===== src/dram_ctrl_pkg.sv =====
package dram_ctrl_pkg;

	// ------------------------------------------------------------
	// widths
	// ------------------------------------------------------------
	localparam int ADDR_W   = 9;
	localparam int BANK_W   = 2;
	localparam int NUM_BANK = 4;
	localparam int DIV_W    = 7;

	// ------------------------------------------------------------
	// refresh divisors and lengths
	// ------------------------------------------------------------
	localparam logic [DIV_W-1:0] DIV_61  = 7'h3D;
	localparam logic [DIV_W-1:0] DIV_91  = 7'h5B;
	localparam logic [DIV_W-1:0] DIV_106 = 7'h6A;
	localparam logic [DIV_W-1:0] DIV_121 = 7'h79;
	localparam logic [2:0] REF_LEN_3 = 3'h3;
	localparam logic [2:0] REF_LEN_4 = 3'h4;

	// ------------------------------------------------------------
	// access sequence timing, in clock cycles
	// ------------------------------------------------------------
	localparam logic [2:0] ROW_CYC  = 3'h1;
	localparam logic [2:0] COL_CYC  = 3'h2;
	localparam logic [2:0] WAIT_CYC = 3'h1;
	localparam logic [2:0] PRE_CYC  = 3'h1;
	localparam logic [2:0] ONE_CYC  = 3'h1;

	// ------------------------------------------------------------
	// controller states, one-hot
	// ------------------------------------------------------------
	typedef enum logic [5:0] {
		ST_IDLE    = 6'b00_0001,
		ST_ROW     = 6'b00_0010,
		ST_COL     = 6'b00_0100,
		ST_WAIT    = 6'b00_1000,
		ST_PRECHG  = 6'b01_0000,
		ST_REFRESH = 6'b10_0000
	} ctrl_state_t;

endpackage : dram_ctrl_pkg


===== src/refresh_timer.sv =====
`timescale 1ns/1ps
`default_nettype none

module refresh_timer #(
	parameter int DIV_W = dram_ctrl_pkg::DIV_W
) (
	// clock and reset
	input  wire logic             mclk,
	input  wire logic             reset,
	// control
	input  wire logic             timerClear,
	input  wire logic [DIV_W-1:0] divisor,
	input  wire logic             tickTaken,
	// request
	output logic                  tickPending
);

	logic [DIV_W-1:0] count_reg;
	logic [DIV_W-1:0] count_next;
	logic             tickPending_next;
	wire              wrapHit = (count_reg == divisor - 1'b1);

	assign count_next       = (timerClear || wrapHit) ? '0 : count_reg + 1'b1;
	// set wins over take so a wrap never goes missing
	assign tickPending_next = timerClear ? 1'b0 : (wrapHit ? 1'b1 : (tickTaken ? 1'b0 : tickPending));

	always_ff @(posedge mclk) begin
		if (reset) begin
			count_reg   <= '0;
			tickPending <= 1'b0;
		end else begin
			count_reg   <= count_next;
			tickPending <= tickPending_next;
		end
	end

endmodule : refresh_timer

`default_nettype wire


===== src/dram_refresh_access_ctrl.sv =====
`timescale 1ns/1ps
`default_nettype none

module dram_refresh_access_ctrl #(
	parameter int ADDR_W   = dram_ctrl_pkg::ADDR_W,
	parameter int NUM_BANK = dram_ctrl_pkg::NUM_BANK,
	parameter int BANK_W   = dram_ctrl_pkg::BANK_W
) (
	// clock and reset
	input  wire logic              mclk,
	input  wire logic              reset,
	// straps
	input  wire logic              wait_state_strap,
	input  wire logic              refresh_select_hi,
	input  wire logic              refresh_select_lo,
	// processor side
	input  wire logic              addrLatchStrobeN,
	input  wire logic              writeSel,
	input  wire logic [BANK_W-1:0] bankSel,
	input  wire logic [ADDR_W-1:0] row_addr_in,
	input  wire logic [ADDR_W-1:0] col_addr_in,
	input  wire logic              ext_refresh_request,
	// dram side
	output logic [ADDR_W-1:0]      dramAddr,
	output logic [NUM_BANK-1:0]    rowStrobeN,
	output logic [NUM_BANK-1:0]    colStrobeN,
	output logic                   writeStrobeN,
	// status
	output logic                   grantReady,
	output logic                   refreshActive,
	output logic                   accessGrantCycle
);

	// ------------------------------------------------------------
	// input synchronisers
	// ------------------------------------------------------------
	// strap and control pins come from outside the clock domain; two stages each
	localparam int SYNC_N = 6;
	logic [SYNC_N-1:0] sync1_reg;
	logic [SYNC_N-1:0] sync2_reg;
	wire  [SYNC_N-1:0] rawIn = {wait_state_strap, refresh_select_hi, refresh_select_lo,
	                            addrLatchStrobeN, writeSel, ext_refresh_request};

	always_ff @(posedge mclk) begin
		if (reset) begin
			sync1_reg <= {SYNC_N{1'b1}};
			sync2_reg <= {SYNC_N{1'b1}};
		end else begin
			sync1_reg <= rawIn;
			sync2_reg <= sync1_reg;
		end
	end

	wire waitStrap  = sync2_reg[5];
	wire selHi      = sync2_reg[4];
	wire selLo      = sync2_reg[3];
	wire strobeN    = sync2_reg[2];
	wire writeReq   = sync2_reg[1];
	wire extRefReq  = sync2_reg[0];

	// ------------------------------------------------------------
	// strap decode
	// ------------------------------------------------------------
	wire externalMode = !waitStrap && !selHi;
	wire timerClear   = !waitStrap && !selHi && !selLo;
	wire [2:0] strapCode = {waitStrap, selHi, selLo};
	wire [dram_ctrl_pkg::DIV_W-1:0] divisor =
		(strapCode == 3'h2 || strapCode == 3'h4) ? dram_ctrl_pkg::DIV_61  :
		(strapCode == 3'h3 || strapCode == 3'h5) ? dram_ctrl_pkg::DIV_91  :
		(strapCode == 3'h6)                      ? dram_ctrl_pkg::DIV_106 :
		                                           dram_ctrl_pkg::DIV_121;
	// 91 at 8 MHz gives 11.375 us per row, 2.9 ms over 256 rows
	wire [2:0] refreshLen =
		(strapCode == 3'h1 || strapCode == 3'h2 || strapCode == 3'h4) ?
		dram_ctrl_pkg::REF_LEN_3 : dram_ctrl_pkg::REF_LEN_4;
	wire [2:0] waitLen = waitStrap ? dram_ctrl_pkg::WAIT_CYC : 3'h0;

	// ------------------------------------------------------------
	// refresh request sources
	// ------------------------------------------------------------
	logic tickPending;
	logic tickTaken;
	logic extRefPrev_reg;
	logic extPending_reg;
	logic extPending_next;

	refresh_timer #(
		.DIV_W      (dram_ctrl_pkg::DIV_W)
	) u_timer (
		.mclk       (mclk),
		.reset      (reset),
		.timerClear (timerClear),
		.divisor    (divisor),
		.tickTaken  (tickTaken),
		.tickPending(tickPending)
	);

	wire extRise    = extRefReq && !extRefPrev_reg;
	wire refreshDue = externalMode ? extPending_reg : tickPending;

	// ------------------------------------------------------------
	// access request capture
	// ------------------------------------------------------------
	logic strobePrev_reg;
	logic accPending_reg;
	logic accPending_next;
	logic accWrite_reg;
	logic [BANK_W-1:0] accBank_reg;
	logic [ADDR_W-1:0] rowLatch_reg;
	logic [ADDR_W-1:0] colLatch_reg;
	wire strobeFall = !strobeN && strobePrev_reg;

	// address pins are held by the host across the strobe; sampled
	// once the synchronised fall is seen
	always_ff @(posedge mclk) begin
		if (reset) begin
			rowLatch_reg <= '0;
			colLatch_reg <= '0;
			accBank_reg  <= '0;
			accWrite_reg <= 1'b0;
		end else if (strobeFall) begin
			rowLatch_reg <= row_addr_in;
			colLatch_reg <= col_addr_in;
			accBank_reg  <= bankSel;
			accWrite_reg <= writeReq;
		end
	end

	// ------------------------------------------------------------
	// sequencer
	// ------------------------------------------------------------
	dram_ctrl_pkg::ctrl_state_t state_reg;
	dram_ctrl_pkg::ctrl_state_t state_next;
	logic [2:0] cnt_reg;
	logic [2:0] cnt_next;
	logic       afterRefresh_reg;
	logic       afterRefresh_next;
	logic       startAccess;
	logic       startRefresh;
	wire        cntDone = (cnt_reg == dram_ctrl_pkg::ONE_CYC);

	always_comb begin
		state_next   = state_reg;
		cnt_next     = cntDone ? cnt_reg : cnt_reg - 1'b1;
		startAccess  = 1'b0;
		startRefresh = 1'b0;
		case (state_reg)
			dram_ctrl_pkg::ST_IDLE: begin
				if (refreshDue) begin
					startRefresh = 1'b1;
					state_next   = dram_ctrl_pkg::ST_REFRESH;
					cnt_next     = refreshLen;
				end else if (accPending_reg) begin
					startAccess = 1'b1;
					state_next  = dram_ctrl_pkg::ST_ROW;
					cnt_next    = dram_ctrl_pkg::ROW_CYC;
				end
			end
			dram_ctrl_pkg::ST_ROW: begin
				state_next = dram_ctrl_pkg::ST_COL;
				cnt_next   = dram_ctrl_pkg::COL_CYC + waitLen;
			end
			dram_ctrl_pkg::ST_COL: begin
				if (cntDone) begin
					state_next = dram_ctrl_pkg::ST_WAIT;
				end
			end
			dram_ctrl_pkg::ST_WAIT: begin
				// row held until the host lifts its strobe
				if (strobeN) begin
					state_next = dram_ctrl_pkg::ST_PRECHG;
					cnt_next   = dram_ctrl_pkg::PRE_CYC;
				end
			end
			dram_ctrl_pkg::ST_PRECHG: begin
				if (cntDone) begin
					state_next = dram_ctrl_pkg::ST_IDLE;
				end
			end
			dram_ctrl_pkg::ST_REFRESH: begin
				if (cntDone) begin
					state_next = dram_ctrl_pkg::ST_PRECHG;
					cnt_next   = dram_ctrl_pkg::PRE_CYC;
				end
			end
			default: begin
				state_next = dram_ctrl_pkg::ST_IDLE;
			end
		endcase
	end

	assign tickTaken         = startRefresh && !externalMode;
	// new request wins over the take in the same cycle
	assign extPending_next   = extRise ? 1'b1 : ((startRefresh && externalMode) ? 1'b0 : extPending_reg);
	assign accPending_next   = strobeFall ? 1'b1 : (startAccess ? 1'b0 : accPending_reg);
	assign afterRefresh_next = startRefresh ? 1'b1 : (startAccess ? 1'b0 : afterRefresh_reg);

	// ------------------------------------------------------------
	// dram strobes, registered
	// ------------------------------------------------------------
	wire inRow    = (state_next == dram_ctrl_pkg::ST_ROW);
	wire inCol    = (state_next == dram_ctrl_pkg::ST_COL) || (state_next == dram_ctrl_pkg::ST_WAIT);
	wire inRef    = (state_next == dram_ctrl_pkg::ST_REFRESH);
	wire [NUM_BANK-1:0] bankHot = {{(NUM_BANK-1){1'b0}}, 1'b1} << accBank_reg;
	// refresh is row-only on all banks; column strobes stay off
	wire [NUM_BANK-1:0] rowStrobeN_next = inRef ? '0 : ((inRow || inCol) ? ~bankHot : '1);
	wire [NUM_BANK-1:0] colStrobeN_next = inCol ? ~bankHot : '1;
	// write strobe drops with row so it always leads the column strobe,
	// keeping dram outputs off for a shared data bus
	wire writeStrobeN_next = !((inRow || inCol) && accWrite_reg);
	wire [ADDR_W-1:0] dramAddr_next = inCol ? colLatch_reg : rowLatch_reg;
	wire grantReady_next = !(accPending_reg && (refreshDue || state_reg == dram_ctrl_pkg::ST_REFRESH
		|| afterRefresh_reg));

	always_ff @(posedge mclk) begin
		if (reset) begin
			state_reg        <= dram_ctrl_pkg::ST_IDLE;
			cnt_reg          <= dram_ctrl_pkg::ONE_CYC;
			strobePrev_reg   <= 1'b1;
			extRefPrev_reg   <= 1'b1;
			extPending_reg   <= 1'b0;
			accPending_reg   <= 1'b0;
			afterRefresh_reg <= 1'b0;
			dramAddr         <= '0;
			rowStrobeN       <= '1;
			colStrobeN       <= '1;
			writeStrobeN     <= 1'b1;
			grantReady       <= 1'b1;
			refreshActive    <= 1'b0;
			accessGrantCycle <= 1'b0;
		end else begin
			state_reg        <= state_next;
			cnt_reg          <= cnt_next;
			strobePrev_reg   <= strobeN;
			extRefPrev_reg   <= extRefReq;
			extPending_reg   <= extPending_next;
			accPending_reg   <= accPending_next;
			afterRefresh_reg <= afterRefresh_next;
			dramAddr         <= dramAddr_next;
			rowStrobeN       <= rowStrobeN_next;
			colStrobeN       <= colStrobeN_next;
			writeStrobeN     <= writeStrobeN_next;
			grantReady       <= grantReady_next;
			refreshActive    <= inRef;
			accessGrantCycle <= startAccess ? afterRefresh_reg :
				((state_next == dram_ctrl_pkg::ST_IDLE) ? 1'b0 : accessGrantCycle);
		end
	end

endmodule : dram_refresh_access_ctrl

`default_nettype wire


===== config.mk =====
export PLATFORM = sky130hd
export DESIGN_NAME = dram_refresh_access_ctrl
export DESIGN_NICKNAME = d
export VERILOG_FILES = /design/src/dram_ctrl_pkg.sv /design/src/refresh_timer.sv /design/src/dram_refresh_access_ctrl.sv
export SDC_FILE = /design/constraint.sdc
export NUM_CORES = 1
export LEC_CHECK = 0
export BUFFER_PORTS_ARGS = -buffer_cell sky130_fd_sc_hd__buf_4
export CAP_MARGIN = 0
export CORE_MARGIN = 2
export CORE_UTILIZATION = 55
export CTS_BUF_LIST = sky130_fd_sc_hd__clkbuf_8
export DETAILED_ROUTE_END_ITERATION = 12
export PLACE_DENSITY_LB_ADDON = 0.25
export SYNTH_ARGS = -nofsm -noshare
export SYNTH_HDL_FRONTEND = slang
export SYNTH_HIERARCHICAL = 1
export SYNTH_SLANG_ARGS = --single-unit

===== constraint.sdc =====
create_clock -name mclk -period 3.82 [get_ports mclk]
set_input_delay 0.573 -clock mclk [delete_from_list [all_inputs] [get_ports mclk]]
set_output_delay 0.573 -clock mclk [all_outputs]
set_load 0.02 [all_outputs]

==> results of run 1 <==
placed cells by master (no fill, tap or decap), types with 3 or more instances in the layout:
cell / netlist / final
mux2i_1: 10 / 10
nand2_1: 51 / 51
a21oi_1: 29 / 29
dfxtp_1: 76 / 76
xnor2_1: 6 / 6
nor4_1: 7 / 7
nor3b_1: 4 / 4
or2_2: 14 / 14
nand3b_1: 6 / 6
o21ai_0: 6 / 6
ha_1: 5 / 5
nor2b_1: 7 / 7
nor3_1: 7 / 7
buf_4: 0 / 49
nand3_1: 5 / 5
nor4bb_1: 4 / 4
a31oi_1: 6 / 6
conb_1: 1 / 4
clkbuf_8: 0 / 10
and3_1: 3 / 3
xor2_1: 11 / 11
inv_1: 12 / 12
or3_1: 3 / 3
nand2b_1: 5 / 5
nor2_1: 27 / 27
routing by layer:
metal  routed length, um  vias to the layer above  track usage
met5                   0                        -            0
met4                 101                        0       0.0898
met3                 263                       10       0.0473
met2                3140                       45        0.325
met1                3130                     1237        0.273
li1                    -                     1366            -
area by class of cell:
cell class	count	area, sq um
Clock inverter	6	93.8
Timing Repair Buffer	49	368
Sequential cell	76	1520
Multi-Input combinational cell	262	1660
Inverter	12	45.0
Fill cell	478	1930
Clock buffer	10	138
Tap cell	75	93.8
path summary, 6_finish.rpt:
kind | start | end | slack, ns | depth (start not counted)
hold / removal | sync1_reg[0]$_SDFF_PP1_ | sync2_reg[0]$_SDFF_PP1_ | 0.41 | 1
setup reg to reg | sync2_reg[5]$_SDFF_PP1_ | u_timer/count_reg[5]$_SDFF_PP0_ | 0.96 | 8
setup / recovery | sync2_reg[5]$_SDFF_PP1_ | u_timer/count_reg[5]$_SDFF_PP0_ | 0.96 | 8
hold reg to reg | sync1_reg[0]$_SDFF_PP1_ | sync2_reg[0]$_SDFF_PP1_ | 0.41 | 1
power by group through the flow:
stage | registers [mW] | clock network [mW] | logic [mW]
5_1_grt | 0.852 | 0.737 | 0.264
6_report | 0.847 | 0.690 | 0.233
4_1_cts | 0.848 | 0.701 | 0.235
3_5_place_dp | 0.866 | 0 | 0.233
2_1_floorplan | 0.860 | 0 | 0.168
3_3_place_gp | 0.865 | 0 | 0.226
kinds of logic (layout without fill, tap and decap cells):
family,count (synthesis),in the layout,synth area share
AO/OA/AOI/OAI,68,68,0.142
adder cells (fa/ha/maj),5,5,0.0190
flip-flops,76,76,0.461
buffers and inverters,32,77,0.0383
other,1,4,0.00114
AND/OR/NAND/NOR,157,157,0.257
multiplexers,10,10,0.0303
XOR/XNOR,18,18,0.0519
stage by stage:
stage / total power [mW] / cell area, sq um / utilization
global route: 1.85 / 3920 / 0.671
global placement: 1.09 / 3690 / 0.631
detailed placement: 1.10 / 3690 / 0.631
floorplan: 1.03 / 3310 / -
finish: 1.77 / 3920 / 0.671
CTS: 1.78 / 3920 / 0.671
==> out/metrics.csv, run 1 <==
stage,metric,value,unit
run_status,outcome,completed,
grt,first-pass GRT wire length,10500,um
place,pre-CTS setup slack,0.971,ns
sta,Setup Viol. Count Final,0,
grt,antenna violations before repair,0,
clock_tree,PostCTS Resize Cnt,0,
logic_synthesis,Post-Syn Area,0.00330,sq mm
grt,number of global-route vias before repair,2292,
critical_path,CP Class,reg2reg,
sta,Sum Neg Setup Slack,0,ns
critical_path,"delay-heaviest family, CP",compound AO/OA/AOI/OAI gates,
clock_tree,root buffer cell,clkbuf_8,
sta,fmax,350,MHz
clock_tree,clk slew on worst S/H paths,0.08,ns
finish,synth-to-layout area growth,18.9,%
critical_path,max incr delay on CP,0.57,ns
floorplan,Initial Util,0.564,
sta,final worst slack,0.960,ns
place,cell total after placement,474,
sta,Worst slew margin,0.348,
floorplan,Core Rows,28,
critical_path,Worst setup EP type,flip-flop,
routing,ANT nets after route,0,
logic_synthesis,Post-synth top cells,"dfxtp_1, nand2_1, a21oi_1",
power,Seq pwr share,0.479,
sta,Fin Hold WS,0.407,ns
clock_tree,# H-tree levels,3,
routing,WL per Instance,13.5,um
power,leakage,1.62,nW
power,Power Density,451,mW/mm^2
grt,largest net degree at the start of global routing,72,
finish,Post-Layout Cell Count,490,
floorplan,# IOs,49,
routing,initial drt markers,176,
finish,layout cells sized above 1,0.210,
routing,final wirelength,6640,um
critical_path,critical path cell sequence,xor2_1 -> nor2b_1 -> inv_1 -> xnor2_1 -> nand2_1 -> o211a_1 -> a2111oi_4 -> nor4_1,
clock_tree,Skew-Pair Late Insertion Delay,0.34,ns
power,internal power component,1.32,mW
routing,DRC viols,0,
routing,vias per std cell,5.42,
logic_synthesis,"EDFF count, synth",0,
logic_synthesis,"Seq/Total Area, Yosys",0.461,
clock_tree,Max Buffers Root-to-Sink,2,
sta,worst clock skew,0.0116,ns
grt,total gr overflow,0,
routing,drt pass-1 iters,4,
logic_synthesis,cell taking the most area after synthesis,dfxtp_1,
clock_tree,CTS tree,built,
critical_path,WP data required,4.01,ns
logic_synthesis,cell with the most instances after synthesis,dfxtp_1,
floorplan,Die Y-Extent,81.5,um
power,combinational power share,0.132,
logic_synthesis,Synth Register Bits,76,
clock_tree,CTS hold repair buffers,0,
run,max cap viols,0,
finish,Layout Nets,443,
sta,final hold violation count,0,
logic_synthesis,Post-Syn Instances,367,
sta,Worst-Margin Slew,0.978,ns
clock_tree,CTS buffer count,9,
critical_path,Worst Path Arrival,3.05,ns
routing,vias,2658,
place,hpwl dp,4550,um
sta,fin crit share,0.749,
finish,Inserted Diodes,0,
place,RD Place Congestion,0.841,
place,# port buffers,48,
clock_tree,buffer count from post-CTS setup fixing,0,
sta,fin crit period,2.86,ns
clock_tree,Num Clock Sinks,76,
power,switching share of power,0.254,
worst_hold_path,Hold Crit Class,reg2reg,
logic_synthesis,most used flip-flop cell after synthesis,dfxtp_1,
critical_path,crit start category,flip-flop,
grt,GRT Overall Usage,0.207,
floorplan,die area,0.00664,sq mm
logic_synthesis,Cell variety after synth,59,
logic_synthesis,Mapped Avg Cell Area,8.99,sq um
critical_path,CP max FO,13,
logic_synthesis,"top cells by area, synth","dfxtp_1, nand2_1, a21oi_1, nor2_1, mux2i_1",
logic_synthesis,Yosys warnings,6,
logic_synthesis,Async SR Flop Fraction,0,
critical_path,"Slowest-stage cell, CP",dfxtp_1,
sta,unrepaired setup endpoints after global routing,false,
floorplan,Die X,81.5,um
floorplan,core area,0.00585,sq mm
power,Max VDD drop,263,uV
power,clock network power share,0.390,
sta,Max Slew Vio Count,0,
power,P_sw,0.450,mW
logic_synthesis,top cell type's share of synthesized area,0.461,
critical_path,WP buf/inv,1,
Power figures use the tool's default switching activity.
==> run 2, diff against run 1 <==
==> constraint.sdc (replaced) <==
create_clock -name mclk -period 3 [get_ports mclk]
set_input_delay 0.45 -clock mclk [delete_from_list [all_inputs] [get_ports mclk]]
set_output_delay 0.45 -clock mclk [all_outputs]
set_load 0.02 [all_outputs]
==> out/metrics.csv, run 2 (synthesis results as in run 1) <==
stage,metric,value,unit
run_status,outcome,completed,
sta,Worst slew margin,0.468,
critical_path,R2R Setup Slk,0.28,ns
floorplan,Core Rows,28,
critical_path,critical path cell sequence,nand3b_1 -> nand2_1 -> inv_1 -> ha_1 -> xor2_1 -> o21ai_0 -> a21oi_1 -> a2111oi_4 -> nor4_1,
critical_path,crit start category,flip-flop,
place,hpwl dp,4590,um
critical_path,CP max FO,13,
sta,fmax,367,MHz
routing,initial drt markers,166,
grt,GRT Overall Usage,0.206,
routing,vias per std cell,5.37,
finish,Post-Layout Cell Count,492,
clock_tree,CTS hold repair buffers,0,
routing,drt pass-1 iters,4,
sta,fin crit period,2.72,ns
floorplan,Initial Util,0.564,
clock_tree,buffer count from post-CTS setup fixing,0,
sta,unrepaired setup endpoints after global routing,false,
floorplan,Die X,81.5,um
critical_path,R2R cell count,9,
clock_tree,Max Buffers Root-to-Sink,2,
clock_tree,root buffer cell,clkbuf_8,
routing,ANT nets after route,0,
clock_tree,Skew-Pair Late Insertion Delay,0.35,ns
critical_path,RR Endpoint,u_timer/count_reg[3]$_SDFF_PP0_,
power,Max VDD drop,439,uV
critical_path,WP data required,3.19,ns
floorplan,die area,0.00664,sq mm
floorplan,# IOs,49,
routing,WL per Instance,13.1,um
place,cell total after placement,476,
critical_path,Worst setup EP type,flip-flop,
sta,worst clock skew,0.00935,ns
critical_path,max incr delay on CP,0.59,ns
place,RD Place Congestion,0.823,
critical_path,CP Class,reg2reg,
grt,first-pass GRT wire length,10500,um
place,# port buffers,48,
sta,Setup Viol. Count Final,0,
worst_hold_path,hold path cells,2,
sta,Max Slew Vio Count,0,
routing,vias,2644,
grt,antenna violations before repair,0,
critical_path,RR Startpoint,sync2_reg[5]$_SDFF_PP1_,
critical_path,WP buf/inv,1,
critical_path,Worst Path Arrival,2.91,ns
worst_hold_path,Hold Startpoint,writeSel,
finish,layout cells sized above 1,0.213,
grt,number of global-route vias before repair,2332,
worst_hold_path,Min-Delay Endpoint,sync1_reg[1]$_SDFF_PP1_,
clock_tree,PostCTS Resize Cnt,0,
run,max cap viols,0,
clock_tree,CTS buffer count,9,
floorplan,Die Y-Extent,81.5,um
finish,Inserted Diodes,0,
sta,Worst-Margin Slew,0.798,ns
clock_tree,Num Clock Sinks,76,
critical_path,"Slowest-stage cell, CP",dfxtp_1,
sta,Sum Neg Setup Slack,0,ns
clock_tree,clk slew on worst S/H paths,0.08,ns
power,leakage,1.61,nW
floorplan,core area,0.00585,sq mm
clock_tree,CTS tree,built,
clock_tree,# H-tree levels,3,
finish,synth-to-layout area growth,17.9,%
grt,total gr overflow,0,
finish,"commonest non-fill, non-tap cell in the layout",dfxtp_1,
routing,final wirelength,6450,um
finish,Layout Nets,445,
sta,final hold violation count,0,
routing,DRC viols,0,
sta,fin crit share,0.908,
worst_hold_path,Hold Crit Class,in2reg,
finish,"commonest non-fill, non-tap cells in the layout","dfxtp_1, nand2_1, buf_4",
grt,largest net degree at the start of global routing,72,
power,Power Density,534,mW/mm^2
critical_path,"delay-heaviest family, CP",compound AO/OA/AOI/OAI gates,
run 2: cell types whose count changed in the layout (fill, tap and decap cells not counted):
cell / before / now
bufinv_16: 2 / 0
buf_4: 49 / 51
inv_6: 2 / 1
clkinv_4: 1 / 3
clkinv_2: 0 / 1
run 2: routing by layer:
metal | vias up | share of wire | track usage
met5 | - | 0 | 0
met1 | 1208 | 0.48 | 0.271
met4 | 0 | 0.017 | 0.0729
met2 | 63 | 0.45 | 0.316
met3 | 12 | 0.054 | 0.0681
li1 | 1361 | - | -
run 2: cell type report:
cell class / instances / area, sq um
Fill cell: 482 / 1960
Multi-Input combinational cell: 262 / 1660
Sequential cell: 76 / 1520
Timing Repair Buffer: 51 / 383
Clock buffer: 10 / 138
Tap cell: 75 / 93.8
Clock inverter: 6 / 47.5
Inverter: 12 / 45.0
run 2: report_power, final:
| group | internal (mW) | switching [mW] | leakage [nW] |
|---|---|---|---|
| Sequential | 1.05 | 0.0302 | 0.619 |
| Combinational | 0.135 | 0.161 | 0.896 |
| Clock | 0.328 | 0.375 | 0.0928 |
run 2: through the flow:
stage	hold slack (ns)	power, mW	worst slack [ns]	instance area [sq um]	util
5_1_grt	0.267	2.20	0.0308	3890	0.665
3_3_place_gp	0.390	1.39	0.479	3710	0.634
2_1_floorplan	0.384	1.31	0.377	3310	-
3_5_place_dp	0.396	1.40	0.301	3710	0.634
4_1_cts	0.267	2.10	0.298	3890	0.665
6_report	0.282	2.08	0.275	3890	0.665
run 2: worst max-delay path by stage:
stage,cells past startpoint,to,startpoint
final,9,u_timer/count_reg[3]$_SDFF_PP0_,sync2_reg[5]$_SDFF_PP1_
after detailed placement,9,u_timer/count_reg[3]$_SDFF_PP0_,sync2_reg[5]$_SDFF_PP1_
after floorplan,9,u_timer/tickPending$_SDFFE_PP0P_,sync2_reg[5]$_SDFF_PP1_
after global routing,9,u_timer/count_reg[3]$_SDFF_PP0_,sync2_reg[5]$_SDFF_PP1_
after global placement,9,u_timer/tickPending$_SDFFE_PP0P_,sync2_reg[5]$_SDFF_PP1_
after CTS,9,u_timer/count_reg[3]$_SDFF_PP0_,sync2_reg[5]$_SDFF_PP1_
==> run 3, diff against run 2 <==
==> constraint.sdc (replaced) <==
create_clock -name mclk -period 3.3 [get_ports mclk]
set_input_delay 0.495 -clock mclk [delete_from_list [all_inputs] [get_ports mclk]]
set_output_delay 0.495 -clock mclk [all_outputs]
set_load 0.02 [all_outputs]
==> out/metrics.csv, run 3 (synthesis results as in run 1) <==
stage,metric,value,unit
grt,total gr overflow,0,
routing,DRC viols,0,
critical_path,Worst setup EP type,flip-flop,
critical_path,WP buf/inv,1,
critical_path,CP max FO,13,
sta,Worst slew margin,0.348,
clock_tree,Num Clock Sinks,76,
finish,"commonest non-fill, non-tap cells in the layout","dfxtp_1, nand2_1, buf_4",
clock_tree,Skew-Pair Late Insertion Delay,0.33,ns
sta,Sum Neg Setup Slack,0,ns
sta,worst clock skew,0.0113,ns
critical_path,RR Startpoint,sync2_reg[5]$_SDFF_PP1_,
clock_tree,CTS tree,built,
sta,Setup Viol. Count Final,0,
floorplan,Initial Util,0.564,
finish,fin util,0.668,
routing,vias,2656,
critical_path,crit start category,flip-flop,
clock_tree,Max Buffers Root-to-Sink,2,
critical_path,critical path cell sequence,nand3b_1 -> nand2_1 -> inv_1 -> ha_1 -> xor2_1 -> o21ai_0 -> a21oi_1 -> a2111oi_4 -> nor4_1,
floorplan,core area,0.00585,sq mm
power,internal power component,1.49,mW
clock_tree,CTS hold repair buffers,0,
critical_path,Worst Path Arrival,2.88,ns
routing,final wirelength,6500,um
routing,uppermost routed layer,met4,
power,Seq pwr share,0.495,
critical_path,max incr delay on CP,0.58,ns
critical_path,"Slowest-stage cell, CP",dfxtp_1,
critical_path,R2R Setup Slk,0.60,ns
finish,Layout Nets,444,
critical_path,R2R cell count,9,
floorplan,Die Y-Extent,81.5,um
clock_tree,CTS buffer count,9,
grt,largest net degree at the start of global routing,72,
sta,final hold violation count,0,
run,max cap viols,0,
critical_path,crit path from,sync2_reg[5]$_SDFF_PP1_,
sta,Max Slew Vio Count,0,
routing,met2 WL,2970,um
grt,first-pass GRT wire length,10500,um
finish,"commonest non-fill, non-tap cell in the layout",dfxtp_1,
critical_path,"delay-heaviest family, CP",compound AO/OA/AOI/OAI gates,
grt,GRT Overall Usage,0.204,
floorplan,Die X,81.5,um
routing,WL per Instance,13.2,um
place,hpwl dp,4540,um
power,clock network power share,0.370,
power,leakage,1.63,nW
critical_path,CP Class,reg2reg,
run_status,outcome,completed,
floorplan,die area,0.00664,sq mm
finish,synth-to-layout area growth,18.4,%
clock_tree,root buffer cell,clkbuf_8,
floorplan,Core Rows,28,
routing,ANT nets after route,0,
worst_hold_path,Hold Crit Class,in2reg,
critical_path,crit path to,u_timer/count_reg[5]$_SDFF_PP0_,
critical_path,CP Depth,9,
clock_tree,buffer count from post-CTS setup fixing,0,
critical_path,RR Endpoint,u_timer/count_reg[5]$_SDFF_PP0_,
finish,Inserted Diodes,0,
critical_path,WP data required,3.48,ns
sta,Worst-Margin Slew,0.979,ns
power,combinational power share,0.135,
routing,initial drt markers,159,
routing,wl on met1,3020,um
sta,fin crit period,2.70,ns
grt,antenna violations before repair,0,
routing,vias per std cell,5.41,
place,RD Place Congestion,0.834,
power,Max VDD drop,289,uV
power,Power Density,507,mW/mm^2
floorplan,# IOs,49,
sta,unrepaired setup endpoints after global routing,false,
clock_tree,clk slew on worst S/H paths,0.07,ns
power,switching share of power,0.247,
clock_tree,# H-tree levels,3,
routing,WL met3,320,um
grt,number of global-route vias before repair,2362,
clock_tree,PostCTS Resize Cnt,0,
sta,fmax,371,MHz
place,# port buffers,48,
finish,layout cells sized above 1,0.204,
sta,fin crit share,0.817,
power,P_sw,0.489,mW
routing,drt pass-1 iters,4,
run 3: cell types whose count changed in the layout (fill, tap and decap cells not counted):
cell / previous run / this run
bufinv_16: 0 / 2
clkbuf_8: 10 / 9
inv_6: 1 / 0
inv_1: 12 / 15
buf_4: 51 / 50
clkinv_4: 3 / 1
clkinvlp_4: 1 / 0
run 3: cell type report:
class | instances | area, sq um
fillers | 473 | 1940
multi-input cells | 262 | 1660
flip-flops and latches | 76 | 1520
repair buffers | 50 | 375
clock buffers | 9 | 124
well taps | 75 | 93.8
clock inverters | 7 | 85.1
inverters | 12 | 45.0
run 3: worst min-delay path by stage:
stage | endpoint | start | depth (start not counted)
final | sync1_reg[1]$_SDFF_PP1_ | writeSel | 2
after global routing | sync1_reg[0]$_SDFF_PP1_ | ext_refresh_request | 2
after CTS | sync1_reg[2]$_SDFF_PP1_ | addrLatchStrobeN | 2
after detailed placement | sync2_reg[1]$_SDFF_PP1_ | sync1_reg[1]$_SDFF_PP1_ | 1
after global placement | writeStrobeN$_SDFF_PP1_ | accWrite_reg$_SDFFE_PP0P_ | 1
after floorplan | writeStrobeN$_SDFF_PP1_ | accWrite_reg$_SDFFE_PP0P_ | 1
run 3: metrics by stage:
| stage | power (mW) | area [sq um] | std cells | hold slack, ns | setup WS (ns) |
|---|---|---|---|---|---|
| finish | 1.98 | 3910 | 491 | 0.342 | 0.604 |
| global route | 2.08 | 3910 | 491 | 0.323 | 0.337 |
| CTS | 2.00 | 3910 | 491 | 0.333 | 0.590 |
| detailed placement | 1.27 | 3700 | 475 | 0.394 | 0.617 |
| global placement | 1.26 | 3700 | 475 | 0.393 | 0.776 |
| floorplan | 1.19 | 3310 | 370 | 0.384 | 0.677 |
run 3: worst reg2reg max path, stage by stage, from the launching register on:
cell       delay, ns
dfxtp_1         0.58
nand3b_1        0.36
nand2_1         0.22
inv_1           0.06
ha_1            0.26
xor2_1          0.18
o21ai_0         0.15
a21oi_1         0.09
a2111oi_4       0.53
nor4_1          0.11
run 3: metal layers:
layer / vias up / global-route usage
li1: 1361 / -
met2: 59 / 0.317
met4: 0 / 0.103
met3: 16 / 0.0560
met1: 1220 / 0.260
met5: - / 0
run 3: power by group through the flow:
stage	clock, mW	combinational [mW]	sequential (mW)
6_report	0.733	0.268	0.981
5_1_grt	0.794	0.299	0.986
4_1_cts	0.748	0.267	0.981
3_5_place_dp	0	0.267	1.00
3_3_place_gp	0	0.262	1.00
2_1_floorplan	0	0.195	0.996
